## src/hw/sarc_pkg.sv

```systemverilog
`default_nettype none
package sarc_pkg;
    // result and timing
    localparam int RES_W = 12;
    localparam int IDX_W = 4;
    localparam logic [IDX_W-1:0] MSB_IDX = 4'hb;
    localparam logic [IDX_W-1:0] SHORT_LAST_IDX = 4'h4;
    localparam logic [IDX_W-1:0] SHORT_MARK_IDX = 4'h3;
    localparam int CLK_NS = 20;
    localparam int STEP_NS = 1000;
    localparam int STEP_CYC = (STEP_NS + CLK_NS - 1) / CLK_NS;
    localparam int LEAD_NS = 300;
    localparam int LEAD_CYC = LEAD_NS / CLK_NS;
    localparam int CNT_W = 8;

    // ahb-lite register map
    localparam int ABUS_W = 8;
    localparam int DBUS_W = 32;
    localparam logic [ABUS_W-1:0] REG_SAMPLE = 8'h00;
    localparam logic [ABUS_W-1:0] REG_STATUS = 8'h04;
    localparam logic [ABUS_W-1:0] REG_RESULT = 8'h08;
    localparam logic [ABUS_W-1:0] REG_COUNT = 8'h0c;
    localparam logic [ABUS_W-1:0] REG_PINS = 8'h10;
    localparam logic [RES_W-1:0] SAMPLE_RST = 12'h000;
    localparam logic [1:0] HTRANS_NONSEQ = 2'h2;
    localparam logic [1:0] HRESP_OKAY = 2'h0;

    // status register fields
    localparam int ST_BUSY_BIT = 0;
    localparam int ST_SHORT_BIT = 1;
    localparam int ST_READ_BIT = 2;
    localparam int ST_RESULT_SHORT_BIT = 3;

    // pin vector layout
    localparam int PIN_W = 5;
    localparam int PIN_CE = 0;
    localparam int PIN_CS_N = 1;
    localparam int PIN_RC = 2;
    localparam int PIN_WORD = 3;
    localparam int PIN_BYTE = 4;

    typedef enum logic [2:0] {
        ST_IDLE = 3'b001,
        ST_CONV = 3'b010,
        ST_LEAD = 3'b100
    } sarc_state_e;

    typedef enum logic [3:0] {
        VIEW_NONE = 4'b0001,
        VIEW_WORD = 4'b0010,
        VIEW_HI = 4'b0100,
        VIEW_LO = 4'b1000
    } sarc_view_e;
endpackage
`default_nettype wire

```

## src/hw/sarc_sar_if.sv

```systemverilog
`default_nettype none
interface sarc_sar_if;
    import sarc_pkg::*;
    logic step;
    logic start;
    logic short_len;
    logic [RES_W-1:0] sample;
    logic busy;
    logic done;
    logic [RES_W-1:0] result;

    modport ctrl (output step, output start, output short_len, output sample,
        input busy, input done, input result);
    modport core (input step, input start, input short_len, input sample,
        output busy, output done, output result);
endinterface
`default_nettype wire

```

## src/hw/sarc_sar_core.sv

```systemverilog
`default_nettype none
module sarc_sar_core (
    input wire logic clk,
    input wire logic resetn,
    sarc_sar_if.core sar
);
    import sarc_pkg::*;

    logic [RES_W-1:0] sar_ff;
    logic [IDX_W-1:0] idx_ff;
    logic busy_ff;
    logic done_ff;
    logic [RES_W-1:0] decided;

    function automatic logic [RES_W-1:0] bit_mask(input logic [IDX_W-1:0] idx);
        bit_mask = 12'h001 << idx;
    endfunction

    // trial bit stays set while it does not exceed the sampled input
    always_comb begin
        if (sar_ff <= sar.sample) begin
            decided = sar_ff;
        end else begin
            decided = sar_ff & ~bit_mask(idx_ff);
        end
    end

    always_ff @(posedge clk) begin
        if (!resetn) begin
            sar_ff <= '0;
            idx_ff <= '0;
            busy_ff <= 1'b0;
            done_ff <= 1'b0;
        end else begin
            done_ff <= 1'b0;
            if (sar.start && !busy_ff) begin // [RQ11]
                sar_ff <= bit_mask(MSB_IDX);
                idx_ff <= MSB_IDX;
                busy_ff <= 1'b1;
            end else if (busy_ff && sar.step) begin // [RQ24]
                if (idx_ff == '0) begin
                    sar_ff <= decided;
                    busy_ff <= 1'b0;
                    done_ff <= 1'b1;
                end else if (sar.short_len && idx_ff == SHORT_LAST_IDX) begin
                    // lower bits are still clear, the next trial bit stays one
                    sar_ff <= decided | bit_mask(SHORT_MARK_IDX); // [RQ2] [RQ24]
                    busy_ff <= 1'b0;
                    done_ff <= 1'b1;
                end else begin
                    sar_ff <= decided | bit_mask(idx_ff - 4'h1);
                    idx_ff <= idx_ff - 4'h1;
                end
            end
        end
    end

    assign sar.busy = busy_ff;
    assign sar.done = done_ff;
    assign sar.result = sar_ff;
endmodule
`default_nettype wire

```

## src/hw/sarc_top.sv

```systemverilog
// How it works
// RQ1: each start captures byte select; low means 12-bit, high means 8-bit.
// RQ2: a full word read after short conversion shows 1000 in low nibble.
// RQ3: only byte select is latched; all other controls act on live level.
// RQ4: start needs enable high, select low, read/convert low; any edge triggers.
// RQ5: enable low or select high blocks every operation.
// RQ6: the last qualifying input starts conversion, same delay from each.
// RQ7: all three qualifying inputs changing together still start a conversion.
// RQ8: host sets the two other qualifiers at least 50 ns early.
// RQ9: status is high only while a conversion runs.
// RQ10: while status is high all data outputs float and reads are refused.
// RQ11: a further start during conversion neither resets nor restarts it.
// RQ12: a further start during conversion still recaptures byte select.
// RQ13: outputs enable only with read high, status low, enable high, select low.
// RQ14: word select high drives all 12 lines and ignores byte select.
// RQ15: word select low, byte select low drives the 8 upper result bits.
// RQ16: byte select high floats top 4, zeroes bits 4-7, drives low nibble.
// RQ17: one byte is switched off before the other byte is switched on.
// RQ18: byte select may toggle any time without harm.
// RQ19: on an 8-bit bus the host wires byte select to address bit 0.
// RQ20: full conversion takes 12 us typical, 9 to 15 us.
// RQ21: short conversion takes 8 us typical, 6 to 10 us.
// RQ22: result is valid 100 to 600 ns before status falls, 300 typical.
// RQ23: stand-alone: tie enable and word high, select and byte low.
// RQ24: one decision per oscillator step, msb first, stop after 8 if short.
// RQ25: all control pins pass a two-stage synchroniser before use.
//
// Decided for this implementation: register access over AHB-Lite and the placing of the registers.
`default_nettype none
module sarc_top #(
    parameter int STEP_CYCLES = sarc_pkg::STEP_CYC,
    parameter int LEAD_CYCLES = sarc_pkg::LEAD_CYC
) (
    input wire logic clk,
    input wire logic resetn,
    // control pins, asynchronous
    input wire logic ce,
    input wire logic cs_n,
    input wire logic rc,
    input wire logic word_sel,
    input wire logic byte_select_short_cycle,
    // status and three-state data pins
    output logic status,
    output logic [sarc_pkg::RES_W-1:0] data_out,
    output logic [sarc_pkg::RES_W-1:0] data_oe,
    // ahb-lite slave
    input wire logic hsel,
    input wire logic [sarc_pkg::ABUS_W-1:0] haddr,
    input wire logic hwrite,
    input wire logic [1:0] htrans,
    input wire logic [2:0] hsize,
    input wire logic hready,
    input wire logic [sarc_pkg::DBUS_W-1:0] hwdata,
    output logic hreadyout,
    output logic hresp,
    output logic [sarc_pkg::DBUS_W-1:0] hrdata
);
    import sarc_pkg::*;

    sarc_sar_if sar ();

    sarc_sar_core u_core (
        .clk(clk),
        .resetn(resetn),
        .sar(sar)
    );

    // ---------------- pin synchroniser
    logic [PIN_W-1:0] pin_a_ff;
    logic [PIN_W-1:0] pin_b_ff;
    logic ce_s;
    logic cs_n_s;
    logic rc_s;
    logic word_s;
    logic byte_s;

    always_ff @(posedge clk) begin
        if (!resetn) begin
            pin_a_ff <= '0;
            pin_b_ff <= '0;
        end else begin
            pin_a_ff <= {byte_select_short_cycle, word_sel, rc, cs_n, ce}; // [RQ25]
            pin_b_ff <= pin_a_ff; // [RQ25]
        end
    end

    assign ce_s = pin_b_ff[PIN_CE];
    assign cs_n_s = pin_b_ff[PIN_CS_N];
    assign rc_s = pin_b_ff[PIN_RC];
    assign word_s = pin_b_ff[PIN_WORD];
    assign byte_s = pin_b_ff[PIN_BYTE];

    // ---------------- start detection
    logic start_cond;
    logic start_cond_ff;
    logic start_evt;

    // a qualifier that is not in its state keeps the condition false
    assign start_cond = ce_s && !cs_n_s && !rc_s; // [RQ4] [RQ5] [RQ3]
    // one rising edge of the combined term, whichever input came last
    assign start_evt = start_cond && !start_cond_ff; // [RQ6] [RQ7]

    always_ff @(posedge clk) begin
        if (!resetn) begin
            start_cond_ff <= 1'b0;
        end else begin
            start_cond_ff <= start_cond;
        end
    end

    // ---------------- conversion length latch
    logic short_ff;

    always_ff @(posedge clk) begin
        if (!resetn) begin
            short_ff <= 1'b0;
        end else if (start_evt) begin
            // also taken while busy, which may change the running length
            short_ff <= byte_s; // [RQ1] [RQ12]
        end
    end

    // ---------------- software registers
    logic [RES_W-1:0] sample_reg_ff;
    logic [RES_W-1:0] sample_ff;
    logic [RES_W-1:0] result_ff;
    logic result_short_ff;
    logic [CNT_W-1:0] count_ff;

    // ---------------- oscillator divider
    logic [15:0] div_ff;
    logic step_en;

    assign step_en = (div_ff == 16'(STEP_CYCLES - 1));

    always_ff @(posedge clk) begin
        if (!resetn) begin
            div_ff <= '0;
        end else if (sar.start || step_en) begin // [RQ11]
            // restart only on an accepted start; a refused one keeps the step phase
            div_ff <= '0;
        end else begin
            div_ff <= div_ff + 16'h0001;
        end
    end

    // ---------------- conversion sequencer
    sarc_state_e state_ff;
    sarc_state_e nxt_state;
    logic [15:0] lead_ff;
    logic lead_end;

    assign lead_end = (lead_ff == 16'(LEAD_CYCLES - 1));

    always_comb begin
        nxt_state = state_ff;
        unique case (state_ff)
            ST_IDLE: begin
                if (start_evt) begin
                    nxt_state = ST_CONV;
                end
            end
            ST_CONV: begin
                // further starts are ignored here
                if (sar.done) begin // [RQ11]
                    nxt_state = ST_LEAD;
                end
            end
            ST_LEAD: begin
                if (lead_end) begin // [RQ22]
                    nxt_state = ST_IDLE;
                end
            end
            default: begin
                nxt_state = ST_IDLE;
            end
        endcase
    end

    always_ff @(posedge clk) begin
        if (!resetn) begin
            state_ff <= ST_IDLE;
        end else begin
            state_ff <= nxt_state;
        end
    end

    always_ff @(posedge clk) begin
        if (!resetn) begin
            lead_ff <= '0;
        end else if (state_ff == ST_LEAD) begin
            lead_ff <= lead_ff + 16'h0001;
        end else begin
            lead_ff <= '0;
        end
    end

    // steps of 1 us give 12 us full and 8 us short, plus the data lead
    assign sar.step = step_en && (state_ff == ST_CONV); // [RQ20] [RQ21]
    assign sar.start = start_evt && (state_ff == ST_IDLE); // [RQ11]
    assign sar.short_len = short_ff; // [RQ24]
    assign sar.sample = sample_ff;

    always_ff @(posedge clk) begin
        if (!resetn) begin
            sample_ff <= SAMPLE_RST;
        end else if (start_evt && state_ff == ST_IDLE) begin
            sample_ff <= sample_reg_ff;
        end
    end

    // result becomes valid a fixed lead before status falls
    always_ff @(posedge clk) begin
        if (!resetn) begin
            result_ff <= '0;
            result_short_ff <= 1'b0;
            count_ff <= '0;
        end else if (sar.done) begin
            result_ff <= sar.result; // [RQ22] [RQ2]
            result_short_ff <= short_ff;
            count_ff <= count_ff + 8'h01;
        end
    end

    // ---------------- status pin
    logic status_ff;

    always_ff @(posedge clk) begin
        if (!resetn) begin
            status_ff <= 1'b0;
        end else begin
            status_ff <= (nxt_state != ST_IDLE); // [RQ9]
        end
    end

    assign status = status_ff;

    // ---------------- output buffers
    logic read_en;
    sarc_view_e want_view;
    sarc_view_e view_ff;
    sarc_view_e nxt_view;
    logic [RES_W-1:0] data_out_ff;
    logic [RES_W-1:0] data_oe_ff;

    assign read_en = rc_s && !status_ff && ce_s && !cs_n_s; // [RQ13] [RQ10] [RQ3]

    always_comb begin
        if (!read_en) begin
            want_view = VIEW_NONE; // [RQ10] [RQ5]
        end else if (word_s) begin
            want_view = VIEW_WORD; // [RQ14]
        end else if (!byte_s) begin
            want_view = VIEW_HI; // [RQ15]
        end else begin
            want_view = VIEW_LO; // [RQ16]
        end
    end

    // a change between two driving views passes through one idle cycle
    always_comb begin
        if (want_view == view_ff || want_view == VIEW_NONE || view_ff == VIEW_NONE) begin
            nxt_view = want_view;
        end else begin
            nxt_view = VIEW_NONE; // [RQ17] [RQ18]
        end
    end

    always_ff @(posedge clk) begin
        if (!resetn) begin
            view_ff <= VIEW_NONE;
        end else begin
            view_ff <= nxt_view;
        end
    end

    always_ff @(posedge clk) begin
        if (!resetn) begin
            data_out_ff <= '0;
            data_oe_ff <= '0;
        end else begin
            unique case (nxt_view)
                VIEW_WORD: begin
                    data_out_ff <= result_ff; // [RQ14]
                    data_oe_ff <= 12'hfff;
                end
                VIEW_HI: begin
                    data_out_ff <= {result_ff[11:4], 4'h0}; // [RQ15]
                    data_oe_ff <= 12'hff0;
                end
                VIEW_LO: begin
                    data_out_ff <= {4'h0, 4'h0, result_ff[3:0]}; // [RQ16]
                    data_oe_ff <= 12'h0ff;
                end
                default: begin
                    data_out_ff <= '0;
                    data_oe_ff <= '0;
                end
            endcase
        end
    end

    assign data_out = data_out_ff;
    assign data_oe = data_oe_ff;

    // ---------------- ahb-lite slave, zero wait states
    logic addr_valid;
    logic dp_write_ff;
    logic [ABUS_W-1:0] dp_addr_ff;
    logic [DBUS_W-1:0] hrdata_ff;
    logic sample_wr;

    assign addr_valid = hsel && hready && htrans[1];
    assign sample_wr = dp_write_ff && (dp_addr_ff == REG_SAMPLE);

    function automatic logic [DBUS_W-1:0] read_mux(input logic [ABUS_W-1:0] addr,
            input logic [RES_W-1:0] samp);
        logic [DBUS_W-1:0] val;
        val = '0;
        unique case (addr)
            REG_SAMPLE: val[RES_W-1:0] = samp;
            REG_STATUS: begin
                val[ST_BUSY_BIT] = status_ff;
                val[ST_SHORT_BIT] = short_ff;
                val[ST_READ_BIT] = read_en;
                val[ST_RESULT_SHORT_BIT] = result_short_ff;
            end
            REG_RESULT: val[RES_W-1:0] = result_ff;
            REG_COUNT: val[CNT_W-1:0] = count_ff;
            REG_PINS: val[PIN_W-1:0] = pin_b_ff;
            default: val = '0;
        endcase
        read_mux = val;
    endfunction

    always_ff @(posedge clk) begin
        if (!resetn) begin
            dp_write_ff <= 1'b0;
            dp_addr_ff <= '0;
        end else if (hready) begin
            dp_write_ff <= addr_valid && hwrite;
            dp_addr_ff <= haddr;
        end
    end

    always_ff @(posedge clk) begin
        if (!resetn) begin
            sample_reg_ff <= SAMPLE_RST;
        end else if (sample_wr) begin
            sample_reg_ff <= hwdata[RES_W-1:0];
        end
    end

    // read data is fetched in the address phase; a write still in its data
    // phase to the same word is forwarded
    always_ff @(posedge clk) begin
        if (!resetn) begin
            hrdata_ff <= '0;
        end else if (addr_valid && !hwrite) begin
            if (sample_wr) begin
                hrdata_ff <= read_mux(haddr, hwdata[RES_W-1:0]);
            end else begin
                hrdata_ff <= read_mux(haddr, sample_reg_ff);
            end
        end
    end

    assign hreadyout = 1'b1;
    assign hresp = HRESP_OKAY[0];
    assign hrdata = hrdata_ff;
endmodule
`default_nettype wire

```

## config.mk

```make
export PLATFORM = sky130hd
export DESIGN_NAME = sarc_top
export DESIGN_NICKNAME = d
export VERILOG_FILES = /design/src/hw/sarc_pkg.sv /design/src/hw/sarc_sar_if.sv /design/src/hw/sarc_sar_core.sv /design/src/hw/sarc_top.sv
export SDC_FILE = /design/constraint.sdc
export NUM_CORES = 1
export LEC_CHECK = 0
export BUFFER_PORTS_ARGS = -buffer_cell sky130_fd_sc_hd__buf_2
export CAP_MARGIN = 30
export CORE_ASPECT_RATIO = 0.7
export CORE_MARGIN = 4
export CORE_UTILIZATION = 40
export DETAILED_ROUTE_END_ITERATION = 12
export PLACE_DENSITY_LB_ADDON = 0.3
export SETUP_SLACK_MARGIN = 0.15
export SYNTH_ARGS = -nofsm -noshare
export SYNTH_HDL_FRONTEND = slang
export SYNTH_SLANG_ARGS = --single-unit
export TNS_END_PERCENT = 20
```

## constraint.sdc

```tcl
create_clock -name clk -period 2.19 [get_ports clk]
set_clock_uncertainty 0.15 [all_clocks]
set_input_delay 0.438 -clock clk [delete_from_list [all_inputs] [get_ports clk]]
set_output_delay 0.438 -clock clk [all_outputs]
set_load 0.01 [all_outputs]
```

==> flow_metrics.py <==
metrics = {
    "finish": {
        "final_cells": 1054,
        "drive_above_1_share_pct": 23.5,
        "layout.nets": 896,
        "seqCellArea_mm2": 0.00303,
        "final_util_pct": 49.9,
        "diodes": 0,
        "final_cell_area_mm2": 0.00828,
        "area_delta_synth_final_pct": 20.4,
        "fillers": 1573,
        "multiInputGateArea_mm2": 0.00357,
    },
    "yosys": {
        "avgSynthCellArea_um2": 9.44,
        "synth_cell_types": 67,
        "synth_flop_cell": "dfxtp_1",
        "synth_area_mm2": 0.00687,
        "ys_ff_latch": 151,
        "yosysWarningCount": 0,
        "synth_cells": 728,
        "synth_edf_count": 0,
        "async_flop_share_pct": 0,
        "ys_seq_area_share_pct": 44.0,
    },
    "placed_design": {
        "port-buffer-count": 67,
        "post_dp_cell_area_mm2": 0.00748,
        "hpwl_um": 11900,
        "place_ws_ns": 0.0383,
        "post-place-cells": 1013,
        "gp_congestion": 0.854,
    },
    "worst_setup_path": {
        "r2r_cells": 8,
        "crit_type": "reg -> reg",
        "critPathMaxStageDelay_ns": 0.37,
        "crit_start": "u_core.idx_ff[1]$_SDFFE_PN0P_",
        "critical-path-top-delay-family": "compound AO/OA/AOI/OAI gates",
        "cp.depth": 8,
        "crit_arrival_ns": 2.27,
        "path_max_fanout": 5,
        "rr_startpoint": "u_core.idx_ff[1]$_SDFFE_PN0P_",
        "required_ns": 2.40,
        "critPathLaunchType": "register",
        "cp_num_buf_inv": 2,
        "crit_chain": "inv_1, ha_1, nor2b_1, a21oi_2, nand3_2, buf_4, o32ai_1, a31o_1",
        "cp_slowest_cell": "dfxtp_2",
        "r2r_slack_ns": 0.13,
        "cp-end-kind": "register",
    },
    "clocking": {
        "clk_transition_reported_paths_ns": 0.06,
        "holdBufCountCts": 0,
        "insertion_delay_ns": 0.42,
        "htree_levels": 4,
        "clk_path_buf_depth": 2,
        "clock-sinks": 151,
        "cts_tree": "done",
        "cts_buffers": 17,
        "root_buffer": "clkbuf_16",
    },
    "global_route": {
        "grt.total_usage_pct": 16.8,
        "grt_pass1_vias": 4919,
        "grt_max_degree": 29,
        "overflow": 0,
        "grt_pass1_wl_um": 26100,
        "antenna_found_initial": 0,
    },
    "flow_run": {
        "cap_viol_max_count": 0,
    },
    "floorplanning": {
        "die_w_um": 165,
        "row_count": 39,
        "die-area_mm2": 0.0194,
        "coreArea_mm2": 0.0166,
        "start_util_pct": 41.4,
        "io_pins": 114,
        "fp.dieH_um": 118,
    },
    "worst_hold_path": {
        "hold_path_class": "in -> reg",
        "hp-start": "rc",
        "holdPathStages": 2,
    },
    "power_and_ir_drop": {
        "ir_drop_v": 0.000449,
        "powerDensity_mw_per_mm2": 727,
        "p_leak_nw": 3.33,
    },
    "sta": {
        "worst_slack_ns": 0.130,
        "worst_pin_slew_ns": 0.653,
        "rsz0062_at_grt": "true",
        "setup_viol": 0,
        "max_freq_ghz": 0.486,
        "relSlewSlack_pct": 56.2,
        "slew_viol_final": 0,
        "hold_violations": 0,
        "fin_crit_sh_pct": 94.0,
        "fin_crit_ns": 2.06,
        "timing.setup.tns_ns": 0,
    },
    "detailed_routing": {
        "first_pass_iters": 5,
        "routed_wl_um": 16600,
        "viasPerCell": 5.11,
        "drc": 0,
        "via_count": 5385,
        "drt-initial-drc-count": 505,
        "ant_nets": 0,
        "detail_route.wl_per_cell_um": 15.7,
    },
    "run_status": {
        "status": "finished, final reports clean",
    },
}
final timing paths:
| check | to |
|---|---|
| hold reg to reg | pin_b_ff[3]$_SDFF_PN0_ |
| setup reg to reg | u_core.sar.result[4]$_SDFFE_PP0P_ |
| setup / recovery | u_core.sar.result[4]$_SDFFE_PP0P_ |
| hold / removal | pin_a_ff[2]$_SDFF_PN0_ |
timing repair:
item,4_1_cts,5_1_grt
setup buffers,0,8
resized for setup,9,23
cloned,0,2
pin swaps,4,10
endpoints found under the setup margin,16,42
per-layer routing:
| layer | wire [um] | global-route usage, % | vias to the layer above |
|---|---|---|---|
| met4 | 177 | 4.68 | 2 |
| met3 | 1190 | 3.61 | 22 |
| met1 | 8880 | 28.1 | 2511 |
| met2 | 6250 | 20.6 | 162 |
| met5 | 55 | 0 | - |
| li1 | - | - | 2688 |
report_power, final:
part           internal [mW]  leakage [nW]  switching (mW)  total (mW)
sequential              2.78          1.22          0.0331        2.82
clock                   1.62         0.270            1.24        2.86
combinational          0.136          1.84           0.201       0.338
sequential cells by signal, summed over array words and instances, names as in the netlist, 3 cells and up:
register	cells
data_oe	3
lead_ff	16
data_out	12
div_ff	16
sample_reg_ff	12
view_ff	4
sample_ff	12
result_ff	12
pin_a_ff	5
pin_b_ff	5
dp_addr_ff	8
state_ff	3
hrdata	12
u_core.idx_ff	4
u_core.sar.result	12
count_ff	8
logic make-up (layout without fill, tap and decap cells):
group                      count (synthesis)  in the layout  synth area share [%]
and+or+nand+nor                          262            262                  20.7
buffers and inverters                     94            173                  7.15
AOI/OAI and AO/OA                        103            105                  10.7
xor gates and xnor gates                  36             36                  4.59
muxes                                     56             56                  8.35
adders and majority gates                 24             24                  4.37
DFF                                      151            151                  44.0
other                                      2             22                 0.109
placed cells by master (no fill, tap or decap), drive strengths merged, types with 5 or more instances in the layout:
| cell | instances |
|---|---|
| a211oi | 13 |
| a21oi | 22 |
| a221oi | 6 |
| a31oi | 8 |
| a41oi | 6 |
| and2 | 31 |
| and3 | 8 |
| buf | 112 |
| clkbuf | 18 |
| conb | 22 |
| dfxtp | 151 |
| ha | 24 |
| inv | 37 |
| mux2 | 11 |
| mux2i | 45 |
| nand2 | 29 |
| nand3 | 19 |
| nand4 | 14 |
| nor2 | 95 |
| nor2b | 8 |
| nor3 | 14 |
| nor4 | 11 |
| nor4b | 5 |
| o21ai | 17 |
| or3 | 6 |
| xnor2 | 17 |
| xor2 | 19 |
worst register-to-register path: cells and delay by family, from the launching register on:
family | cells | cell delay (ns)
AO/OA/AOI/OAI | 3 | 0.68
buffers and inverters | 2 | 0.25
AND/OR/NAND/NOR | 2 | 0.33
flip-flops | 1 | 0.37
adder cells (fa/ha/maj) | 1 | 0.22
cell type report:
cell class	count	share of cell area (%)
inverter	30	1.36
timing repair buffer	112	8.48
clock buffer	18	5.31
multi-input combinational	505	43.2
sequential	151	36.6
clock inverter	13	1.63
tap	225	3.40
synth_stat cells (7+ instances only):
cell	n	share of area, %
dfxtp_1	151	44
nor2_1	94	5.1
mux2i_1	45	6.6
buf_4	33	3.6
and2_1	31	2.8
inv_1	29	1.6
nand2_1	29	1.6
ha_1	24	4.4
a21oi_1	20	1.5
clkbuf_1	20	1.1
nand3_1	19	1.4
xor2_1	19	2.4
o21ai_0	17	1.2
xnor2_1	17	2.2
nand4_1	14	1.3
nor3_1	13	0.95
a211oi_1	12	1.3
mux2_2	11	1.8
a31oi_1	8	0.73
and3_1	8	0.73
nor2b_1	8	0.73
nor4_1	7	0.64
metrics by stage:
step | hold WS [ns] | total power, mW
2_1_floorplan | 0.262 | 3.10
3_3_place_gp | 0.267 | 3.19
3_5_place_dp | 0.271 | 3.19
4_1_cts | 0.0494 | 6.04
5_1_grt | 0.0669 | 6.23
6_report | 0.0678 | 6.01
(Power assumes the default switching activity.)
